==> config.mk <==
export PLATFORM = sky130hd
export DESIGN_NAME = i2sap_slave
export DESIGN_NICKNAME = d
export VERILOG_FILES = /design/src/hdl/i2sap_pkg.sv /design/src/hdl/i2sap_slave.sv
export VERILOG_INCLUDE_DIRS = /design/src /design/src/hdl
export SDC_FILE = /design/constraint.sdc
export NUM_CORES = 1
export LEC_CHECK = 0
export ABC_AREA = 1
export BUFFER_PORTS_ARGS = -buffer_cell sky130_fd_sc_hd__buf_4
export CORE_MARGIN = 2
export CORE_UTILIZATION = 34
export DETAILED_ROUTE_END_ITERATION = 12
export SYNTH_ARGS = -nofsm -noshare
export SYNTH_HDL_FRONTEND = slang
export SYNTH_SLANG_ARGS = --single-unit
==> constraint.sdc <==
create_clock -name clk -period 1.87 [get_ports clk]
set_input_delay 0.374 -clock clk [delete_from_list [all_inputs] [get_ports clk]]
set_output_delay 0.374 -clock clk [all_outputs]
set_load 0.02 [all_outputs]
==> src/hdl/i2sap_defines.svh <==
// Constants of the I2C slave address phase block.
// Assumes a 20 MHz system clock; included by the slave module.
`ifndef I2SAP_DEFINES_SVH
`define I2SAP_DEFINES_SVH

// =============================================================
// Timing
`define I2SAP_CLK_NS      50
`define I2SAP_STRETCH_NS  1000
`define I2SAP_STRETCH_CYC \
    ((`I2SAP_STRETCH_NS + `I2SAP_CLK_NS - 1) / `I2SAP_CLK_NS)

// =============================================================
// Bit positions and counts
`define I2SAP_DIR_BIT     0
`define I2SAP_ADDR_BITS   8
`define I2SAP_ACK_BIT     9

// =============================================================
// Reset values of the event enables
`define I2SAP_RX_EN_RST   1'b1
`define I2SAP_TX_EN_RST   1'b0
`define I2SAP_STOP_EN_RST 1'b0

`endif

==> src/hdl/i2sap_pkg.sv <==
// Types of the I2C slave address phase block.
// Assumes nothing of its surroundings.
package i2sap_pkg;

    typedef enum logic [2:0]
    {
        I2SAP_IDLE    = 3'h0,
        I2SAP_ADDR    = 3'h1,
        I2SAP_CHECK   = 3'h3,
        I2SAP_STRETCH = 3'h2,
        I2SAP_ACK9    = 3'h6,
        I2SAP_DATA    = 3'h7,
        I2SAP_IGNORE  = 3'h5
    } i2sap_state_t;

    typedef enum logic [1:0]
    {
        I2SAP_SEL_NONE = 2'h0,
        I2SAP_SEL_RX   = 2'h1,
        I2SAP_SEL_TX   = 2'h2
    } i2sap_sel_t;

endpackage

==> src/hdl/i2sap_slave.sv <==
// Address phase of an I2C slave: receive, match, acknowledge, stretch.
// Assumes one master; SCL and SDA are asynchronous pins, open drain.
`include "i2sap_defines.svh"

module i2sap_slave
(
    input  wire logic       clk,
    input  wire logic       reset,
    input  wire logic       scl_in,
    input  wire logic       sda_in,
    input  wire logic [6:0] own_addr,
    input  wire logic [7:0] tx_first_byte,
    output logic            scl_out,
    output logic            scl_oe,
    output logic            sda_out,
    output logic            sda_oe,
    output logic            rx_event,
    output logic            rx_event_en,
    output logic            tx_event_en,
    output logic            stop_event_en,
    output logic [7:0]      serial_receive_buffer,
    output logic [7:0]      tx_buffer,
    output logic [1:0]      buffer_sel,
    output logic            direction,
    output logic            ack_armed,
    output logic [7:0]      byte_count,
    output logic            transfer_done
);

    // =========================================================
    // Address match check
    function automatic i2sap_pkg::i2sap_sel_t address_match_check
    (
        input logic [6:0] addr,
        input logic       rw,
        input logic [6:0] own
    );
        if (addr != own)
            return i2sap_pkg::I2SAP_SEL_NONE;
        else if (rw)
            return i2sap_pkg::I2SAP_SEL_TX;
        else
            return i2sap_pkg::I2SAP_SEL_RX;
    endfunction

    // =========================================================
    // Pin synchronisers and edge detection
    logic                  scl_meta;
    logic                  scl_s;
    logic                  scl_d;
    logic                  sda_meta;
    logic                  sda_s;
    logic                  sda_d;
    logic                  scl_rise;
    logic                  scl_fall;
    logic                  start_det;
    logic                  stop_det;
    i2sap_pkg::i2sap_state_t state;
    i2sap_pkg::i2sap_sel_t   sel;
    logic [3:0]            bit_cnt;
    logic [7:0]            shift_reg;
    logic [4:0]            stretch_cnt;
    logic                  match;

    always_ff @(posedge clk)
    begin
        if (reset)
        begin
            scl_meta <= 1'b1;
            scl_s    <= 1'b1;
            scl_d    <= 1'b1;
            sda_meta <= 1'b1;
            sda_s    <= 1'b1;
            sda_d    <= 1'b1;
        end
        else
        begin
            scl_meta <= scl_in;
            scl_s    <= scl_meta;
            scl_d    <= scl_s;
            sda_meta <= sda_in;
            sda_s    <= sda_meta;
            sda_d    <= sda_s;
        end
    end

    assign scl_rise  = scl_s & ~scl_d;
    assign scl_fall  = ~scl_s & scl_d;
    // SDA edges only count while SCL stays high on both samples
    assign start_det = scl_s & scl_d & sda_d & ~sda_s;
    assign stop_det  = scl_s & scl_d & ~sda_d & sda_s;
    assign sel       = address_match_check(serial_receive_buffer[7:1],
                           serial_receive_buffer[`I2SAP_DIR_BIT], own_addr);
    assign match     = (sel != i2sap_pkg::I2SAP_SEL_NONE);

    // =========================================================
    // Bit counter and shifter
    always_ff @(posedge clk)
    begin
        if (reset || start_det)
            bit_cnt <= 4'h0;
        else if (scl_rise)
            bit_cnt <= bit_cnt + 4'h1;
        else if (scl_fall && bit_cnt == 4'(`I2SAP_ACK_BIT))
            bit_cnt <= 4'h0;
    end

    always_ff @(posedge clk)
    begin
        if (reset)
            shift_reg <= 8'h00;
        else if (scl_rise)
            shift_reg <= {shift_reg[6:0], sda_s};
    end

    // =========================================================
    // Sequencer
    always_ff @(posedge clk)
    begin
        if (reset)
            state <= i2sap_pkg::I2SAP_IDLE;
        else if (start_det)
            state <= i2sap_pkg::I2SAP_ADDR;
        else if (stop_det)
            state <= i2sap_pkg::I2SAP_IDLE;
        else
        begin
            unique case (state)
                i2sap_pkg::I2SAP_IDLE:
                    state <= i2sap_pkg::I2SAP_IDLE;
                i2sap_pkg::I2SAP_ADDR:
                    if (scl_fall && bit_cnt == 4'(`I2SAP_ADDR_BITS))
                        state <= i2sap_pkg::I2SAP_CHECK;
                i2sap_pkg::I2SAP_CHECK:
                    state <= match ? i2sap_pkg::I2SAP_STRETCH
                                   : i2sap_pkg::I2SAP_IGNORE;
                i2sap_pkg::I2SAP_STRETCH:
                    if (stretch_cnt == 5'h00)
                        state <= i2sap_pkg::I2SAP_ACK9;
                i2sap_pkg::I2SAP_ACK9:
                    if (scl_fall && bit_cnt == 4'(`I2SAP_ACK_BIT))
                        state <= i2sap_pkg::I2SAP_DATA;
                i2sap_pkg::I2SAP_DATA:
                    state <= i2sap_pkg::I2SAP_DATA;
                i2sap_pkg::I2SAP_IGNORE:
                    state <= i2sap_pkg::I2SAP_IGNORE;
                default:
                    state <= i2sap_pkg::I2SAP_IDLE;
            endcase
        end
    end

    always_ff @(posedge clk)
    begin
        if (reset)
            rx_event <= 1'b0;
        else
            rx_event <= rx_event_en && state == i2sap_pkg::I2SAP_ADDR
                        && scl_fall && bit_cnt == 4'(`I2SAP_ADDR_BITS);
    end

    always_ff @(posedge clk)
    begin
        if (reset)
            serial_receive_buffer <= 8'h00;
        else if (state == i2sap_pkg::I2SAP_ADDR && scl_fall
                 && bit_cnt == 4'(`I2SAP_ADDR_BITS))
            serial_receive_buffer <= shift_reg;
    end

    always_ff @(posedge clk)
    begin
        if (reset)
        begin
            buffer_sel <= i2sap_pkg::I2SAP_SEL_NONE;
            direction  <= 1'b0;
        end
        else if (state == i2sap_pkg::I2SAP_CHECK)
        begin
            buffer_sel <= sel;
            direction  <= serial_receive_buffer[`I2SAP_DIR_BIT];
        end
    end

    // =========================================================
    // Acknowledge and clock hold
    // ACK or NACK
    always_ff @(posedge clk)
    begin
        if (reset)
        begin
            sda_out <= 1'b0;
            sda_oe  <= 1'b0;
        end
        else if (state == i2sap_pkg::I2SAP_CHECK)
            sda_oe <= match;
        else if (scl_fall || stop_det || start_det)
            sda_oe <= 1'b0;
    end

    always_ff @(posedge clk)
    begin
        if (reset)
        begin
            scl_out     <= 1'b0;
            scl_oe      <= 1'b0;
            stretch_cnt <= 5'h00;
        end
        else if (state == i2sap_pkg::I2SAP_CHECK)
        begin
            scl_oe      <= match;
            stretch_cnt <= 5'(`I2SAP_STRETCH_CYC - 1);
        end
        else if (state == i2sap_pkg::I2SAP_STRETCH)
        begin
            if (stretch_cnt == 5'h00)
                scl_oe <= 1'b0;
            else
                stretch_cnt <= stretch_cnt - 5'h01;
        end
        else
            scl_oe <= 1'b0;
    end

    // =========================================================
    // Event enables, preparation, count and status
    // enables switched and restored
    always_ff @(posedge clk)
    begin
        if (reset || (stop_det && stop_event_en))
        begin
            rx_event_en   <= `I2SAP_RX_EN_RST;
            tx_event_en   <= `I2SAP_TX_EN_RST;
            stop_event_en <= `I2SAP_STOP_EN_RST;
        end
        else if (state == i2sap_pkg::I2SAP_CHECK && match)
        begin
            rx_event_en   <= 1'b0;
            tx_event_en   <= 1'b1;
            stop_event_en <= 1'b1;
        end
    end

    always_ff @(posedge clk)
    begin
        if (reset || stop_det)
            ack_armed <= 1'b0;
        else if (state == i2sap_pkg::I2SAP_CHECK && match)
            ack_armed <= ~serial_receive_buffer[`I2SAP_DIR_BIT];
    end

    always_ff @(posedge clk)
    begin
        if (reset)
            tx_buffer <= 8'h00;
        else if (state == i2sap_pkg::I2SAP_CHECK
                 && sel == i2sap_pkg::I2SAP_SEL_TX)
            tx_buffer <= tx_first_byte;
    end

    always_ff @(posedge clk)
    begin
        if (reset)
        begin
            byte_count    <= 8'h00;
            transfer_done <= 1'b0;
        end
        else if (stop_det && stop_event_en)
            transfer_done <= 1'b1;
        else if (state == i2sap_pkg::I2SAP_CHECK && match)
        begin
            byte_count    <= 8'h00;
            transfer_done <= 1'b0;
        end
        else if (state == i2sap_pkg::I2SAP_DATA && scl_fall
                 && bit_cnt == 4'(`I2SAP_ACK_BIT))
            byte_count <= byte_count + 8'h01;
    end

    logic chk_match;
    assign chk_match = state == i2sap_pkg::I2SAP_CHECK && match && !stop_det;
endmodule

==> impl_metrics.csv, run 1 <==
group,metric,value,unit
run_status,status,"completed",
synth,yosys-top-cells-area,"dfxtp_1, nand2_1, nor2_1",
global_routing,grt_pass1_vias,2391,
power_and_ir_drop,share_comb_of_total_power,6.3,%
synth,yosysSeqAreaShare,43.2,%
finish,fin_nets,471,
flow_run,cap_violations,0,
route,routedWlPerCell,11.3,um
finish,final_layout_size_suffix_gt1_share,19.6,%
finish,n_fill_cell,818,
critical_path,path_cells,"xnor2_1 > nand2_1 > nor2_1 > nand3_4 > nor2_8 > inv_4 > nor2_1 > nor2_1",
die,die_area,8920,sq um
critical_path,required,2.09,ns
critical_path,r2r-start,"serial_receive_buffer[1]$_SDFFE_PP0P_",
finish,antenna_cells,0,
placed_design,hpwl,4640,um
critical_path,slowest_stage,"dfxtp_1",
power_and_ir_drop,seq_power_share,48.7,%
power_and_ir_drop,p_sw,0.000582,W
die,rows,32,
clock_tree,root_buffer,"clkbuf_8",
die,die_height,94.4,um
power_and_ir_drop,p_leak,1.72,nW
clock_tree,post_cts_buffers,0,
critical_path,cpPeakStageDelay,0.39,ns
global_routing,grt_usage,15.3,%
timing,max_freq,0.611,GHz
synth,ys_seq_elements,60,
timing,clock_skew,0.00470,ns
synth,synth_top_area_share,43.2,%
critical_path,path_max_fanout,13,
power_and_ir_drop,max-vdd-ir-drop,400,uV
synth,avgSynthCellArea,7.13,sq um
power_and_ir_drop,power_density,772,nW/um^2
timing,rsz0062_at_grt,"no",
global_routing,antenna_found_initial,0,
route,num_vias,2545,
critical_path,path_depth,8,
die,die_w,94.4,um
critical_path,r2r-end,"tx_buffer[2]$_SDFFE_PP0P_",
placed_design,place.gp.congestion,0.835,
finish,syn2layout_area_growth,25.4,%
critical_path,cp-endpoint,"tx_buffer[2]$_SDFFE_PP0P_",
clock_tree,cts_resized,0,
critical_path,crit_family,"simple AND/OR/NAND/NOR gates",
clock_tree,clk_pin_slew,0.06,ns
route,via_per_inst,4.61,
timing,finalCritPeriodShare,87.5,%
clock_tree,cts_hold_buf,0,
critical_path,cp-startpoint,"serial_receive_buffer[1]$_SDFFE_PP0P_",
synth,async_flop_share,0,%
critical_path,critPathKind,"reg2reg",
power_and_ir_drop,swShare,21.6,%
critical_path,rr_worst_depth,8,
clock_tree,clock_latency,0.33,ns
critical_path,end_kind,"flop",
power_and_ir_drop,clockPowerShare,45.0,%
synth,ys_types,37,
synth,yosys_warnings,0,
timing,slew_viol_final,0,
finish,final_cell_count_no_fill,552,
critical_path,worst-path-buf-inv,1,
synth,synth_area_leader_cell,"dfxtp_1",
die,start_util,35.6,%
timing,hold_violations,0,
power_and_ir_drop,p_int,0.00211,W
global_routing,grt_pass1_wl,10700,um
synth,synth_edf_count,0,
route,firstDrtPassIters,5,
power_and_ir_drop,total_power,0.00269,W
clock_tree,cts_sinks,60,
die,core-area,7810,sq um
min_path,hp-class,"in2reg",
timing,setup_viol,0,
timing,fin_crit,1.64,ns
placed_design,io_buffers,53,
timing,fin_hold_ws,0.224,ns
synth,ys.flop_type,"dfxtp_1",
route,dr.first_iter.drc_count,87,
critical_path,arrival,1.86,ns
critical_path,worst-r2r-setup-slack,0.23,ns
route,route.detailed.drc,0,
synth,synth_area,2780,sq um
clock_tree,cts_buffer_depth,2,
critical_path,crit_path_frequent_cell,"nor2_1",
die,ios,56,
timing,tns,0,ns
route,ant_nets,0,
route,routed_wl,6240,um
global_routing,overflow,0,
clock_tree,htree_levels,3,
critical_path,cp-start-kind,"flop",
clock_tree,cts_buffers,9,
clock_tree,cts_tree,"yes",
placed_design,dp_cells,538,
global_routing,grt_max_degree,32,
synth,synth_cells,390,
[per-stage QoR]
stage | setup WS [ns] | util (%) | area [sq um]
detailed placement | 0.110 | 41.9 | 3270
global route | 0.0268 | 44.6 | 3490
CTS | 0.198 | 44.6 | 3480
floorplan | 0.405 | - | 2780
finish | 0.234 | 44.6 | 3490
global placement | 0.143 | 41.9 | 3270
[kinds of logic after synthesis]
| family | after synthesis | synth area share (%) |
|---|---|---|
| other | 1 | 0.135 |
| adder cells (fa/ha/maj) | 5 | 2.25 |
| XOR/XNOR | 5 | 1.58 |
| AO/OA/AOI/OAI | 71 | 13.5 |
| flip-flops | 60 | 43.2 |
| buffers and inverters | 69 | 10.2 |
| AND/OR/NAND/NOR | 179 | 29.1 |
[area by class of cell]
cell class / count / area, sq um / area share, %
Clock buffer: 13 / 179 / 5.13
Clock inverter: 1 / 30.0 / 0.861
Inverter: 57 / 216 / 6.21
Multi-Input combinational cell: 262 / 1300 / 37.4
Sequential cell: 60 / 1200 / 34.5
Tap cell: 102 / 128 / 3.66
Timing Repair Buffer: 57 / 428 / 12.3
[metal layers]
layer	track usage (%)	wire length (um)	share of wire [%]	vias up
li1	-	-	-	1347
met4	6.16	89	1.4	0
met5	0	0	0	-
met1	19.4	2990	48	1124
met2	24.5	2830	45	68
met3	4.63	336	5.4	6
[worst min path at each step]
stage,from,endpoint,slack (ns),cells after the start
final,sda_in,sda_meta$_SDFF_PP1_,0.22,2
after global routing,sda_in,sda_meta$_SDFF_PP1_,0.21,2
after CTS,sda_in,sda_meta$_SDFF_PP1_,0.21,2
after detailed placement,sda_meta$_SDFF_PP1_,sda_s$_SDFF_PP1_,0.39,1
after global placement,sda_meta$_SDFF_PP1_,sda_s$_SDFF_PP1_,0.39,1
after floorplan,scl_meta$_SDFF_PP1_,scl_s$_SDFF_PP1_,0.39,1
[synth_stat cells (3+ instances only)]
cell type	instances
clkbuf_1	4
o21ai_1	5
dfxtp_1	60
nand2_1	81
buf_4	3
or2_2	4
nand4_1	11
a21oi_1	31
ha_1	5
xor2_1	3
inv_1	53
o21ai_0	27
nor2_1	58
buf_2	3
nand3_1	12
nor3_1	3
[power by group through the flow]
stage	clock network (W)	logic, W	registers [W]
CTS	0.00124	0.000169	0.00131
detailed placement	0	0.000169	0.00134
floorplan	0	0.000116	0.00134
global placement	0	0.000167	0.00134
global route	0.00130	0.000192	0.00131
finish	0.00121	0.000168	0.00131
[placed cells by master (no fill, tap or decap), types with 2 or more instances in the layout]
cell type	n
nor3_1	2
clkbuf_8	13
o21ai_1	5
o21ai_0	27
inv_1	53
nand3_1	12
nor2_1	58
o21bai_1	2
nand2_2	2
a21oi_1	31
buf_4	57
inv_2	2
a211oi_1	2
conb_1	2
xnor2_1	2
ha_1	5
nand2_1	81
nor2_8	2
xor2_1	3
or2_2	4
dfxtp_1	60
nand4_1	11
Note: power is estimated with default switching activity, not from simulation.
==> run 2, diff against run 1 <==
- clock period: 1.87 -> 1.4 ns (I/O delays scaled with it)
==> impl_metrics.csv, run 2 (synthesized netlist as in run 1, its figures left out) <==
group,metric,value,unit
timing,clock_skew,0.00759,ns
route,ant_nets,0,
placed_design,hpwl,4840,um
finish,syn2layout_area_growth,50.0,%
finish,fin_util,53.4,%
die,die_w,94.4,um
clock_tree,cts_tree,"yes",
power_and_ir_drop,p_leak,2.02,nW
global_routing,grt_pass1_wl,11700,um
route,routedWlPerCell,11.7,um
critical_path,required,1.67,ns
power_and_ir_drop,share_comb_of_total_power,8.8,%
clock_tree,root_buffer,"clkbuf_8",
timing,slew_viol_final,0,
global_routing,grt_usage,16.9,%
power_and_ir_drop,p_sw,0.000848,W
route,route.detailed.drc,0,
die,ios,56,
finish,fin_nets,523,
run_status,status,"complete, but fails checks",
power_and_ir_drop,max-vdd-ir-drop,637,uV
run_status,violations,"setup timing",
clock_tree,cts_buffer_depth,2,
global_routing,antenna_found_initial,0,
power_and_ir_drop,p_int,0.00278,W
global_routing,grt_max_degree,23,
die,die_height,94.4,um
route,num_vias,2752,
clock_tree,htree_levels,3,
critical_path,cp-startpoint,"serial_receive_buffer[6]$_SDFFE_PP0P_",
finish,ff_latch_area,1210,sq um
finish,final_common_cell,"buf_4",
finish,final_cell_mix,"buf_4, nand2_1, dfxtp_1",
placed_design,place.gp.congestion,0.815,
die,rows,32,
critical_path,end_kind,"flop",
min_path,hp-class,"in2reg",
critical_path,r2r-start,"serial_receive_buffer[6]$_SDFFE_PP0P_",
die,core-area,7810,sq um
critical_path,arrival,1.71,ns
die,start_util,35.6,%
power_and_ir_drop,total_power,0.00363,W
clock_tree,clock_latency,0.34,ns
placed_design,io_buffers,53,
critical_path,path_max_fanout,6,
timing,layout_setup_ws,-0.0404,ns
timing,finalCritPeriodShare,103,%
global_routing,overflow,0,
finish,multi_input_area,1560,sq um
power_and_ir_drop,clockPowerShare,43.0,%
timing,fin_crit,1.44,ns
global_routing,grt_pass1_vias,2673,
route,dr.first_iter.drc_count,113,
finish,final_layout_size_suffix_gt1_share,43.3,%
die,die_area,8920,sq um
power_and_ir_drop,swShare,23.4,%
flow_run,cap_violations,0,
power_and_ir_drop,power_density,869,nW/um^2
timing,setup_viol,12,
timing,hold_violations,0,
critical_path,cp-start-kind,"flop",
finish,n_fill_cell,754,
timing,max_freq,0.694,GHz
clock_tree,cts_sinks,60,
min_path,hp-start,"sda_in",
route,routed_wl,7080,um
critical_path,critPathKind,"reg2reg",
route,via_per_inst,4.54,
clock_tree,cts_buffers,9,
timing,rsz0062_at_grt,"yes",
power_and_ir_drop,seq_power_share,48.1,%
clock_tree,clk_pin_slew,0.06,ns
finish,antenna_cells,0,
route,firstDrtPassIters,5,
-- run 2: cell types whose count changed in the layout (fill, tap and decap cells not counted), sizes merged --
cell	previous run	this run
nor2	61	62
buf	57	107
clkbuf	13	11
inv	56	58
clkinv	1	4
-- run 2: worst max-delay path: stages (launching register included) --
cell and delay (ns):
dfxtp_2 0.33, inv_1 0.07, nand2_1 0.05, nand2_1 0.07
nand2_1 0.07, nor2_2 0.14, nand3_4 0.19, buf_12 0.18
nor2_4 0.12, o21ai_1 0.08, nor2_1 0.09
-- run 2: cell type report --
cell class	instances	area share [%]
Tap cell	102	3.06
Inverter	57	5.43
Clock inverter	5	1.20
Timing Repair Buffer	107	20.1
Clock buffer	11	3.63
Multi-Input combinational cell	263	37.3
Sequential cell	60	29.1
Timing Repair inverter	1	0.150
-- run 2: power by group through the flow --
stage               clock (W)  combinational (W)  sequential (W)
floorplan                   0           0.000155         0.00178
global placement            0           0.000273         0.00178
detailed placement          0           0.000277         0.00178
CTS                   0.00162           0.000289         0.00174
global route          0.00169           0.000353         0.00175
finish                0.00156           0.000320         0.00174
-- run 2: repair_timing --
action,in CTS,in global routing
hold buffers,0,0
endpoints found under the setup margin,24,42
buffers inserted,9,3
pin swaps,7,13
cloned,2,0
resized for setup,30,68
-- run 2: layer usage --
metal | global-route usage [%] | wire length [um]
met4 | 5.80 | 40
met5 | 0 | 0
met1 | 20.3 | 3250
met3 | 5.67 | 307
met2 | 28.3 | 3480
-- run 2: final timing paths --
kind,end,slack [ns],cells after the start
setup reg to reg,tx_buffer[6]$_SDFFE_PP0P_,-0.04,10
setup / recovery,tx_buffer[6]$_SDFFE_PP0P_,-0.04,10
hold reg to reg,sda_s$_SDFF_PP1_,0.41,1
hold / removal,sda_meta$_SDFF_PP1_,0.13,2
-- run 2: through the flow --
| stage | TNS, ns | std cells | hold slack (ns) | cell area, sq um | setup slack [ns] |
|---|---|---|---|---|---|
| finish | -0.172 | 606 | 0.126 | 4170 | -0.0404 |
| global route | -2.90 | 606 | 0.105 | 4170 | -0.195 |
| CTS | -0.221 | 603 | 0.100 | 3950 | -0.0374 |
| detailed placement | -1.92 | 576 | 0.392 | 3580 | -0.145 |
| global placement | -1.37 | 576 | 0.392 | 3580 | -0.0970 |
| floorplan | -0.0140 | 391 | 0.384 | 2790 | -0.0140 |
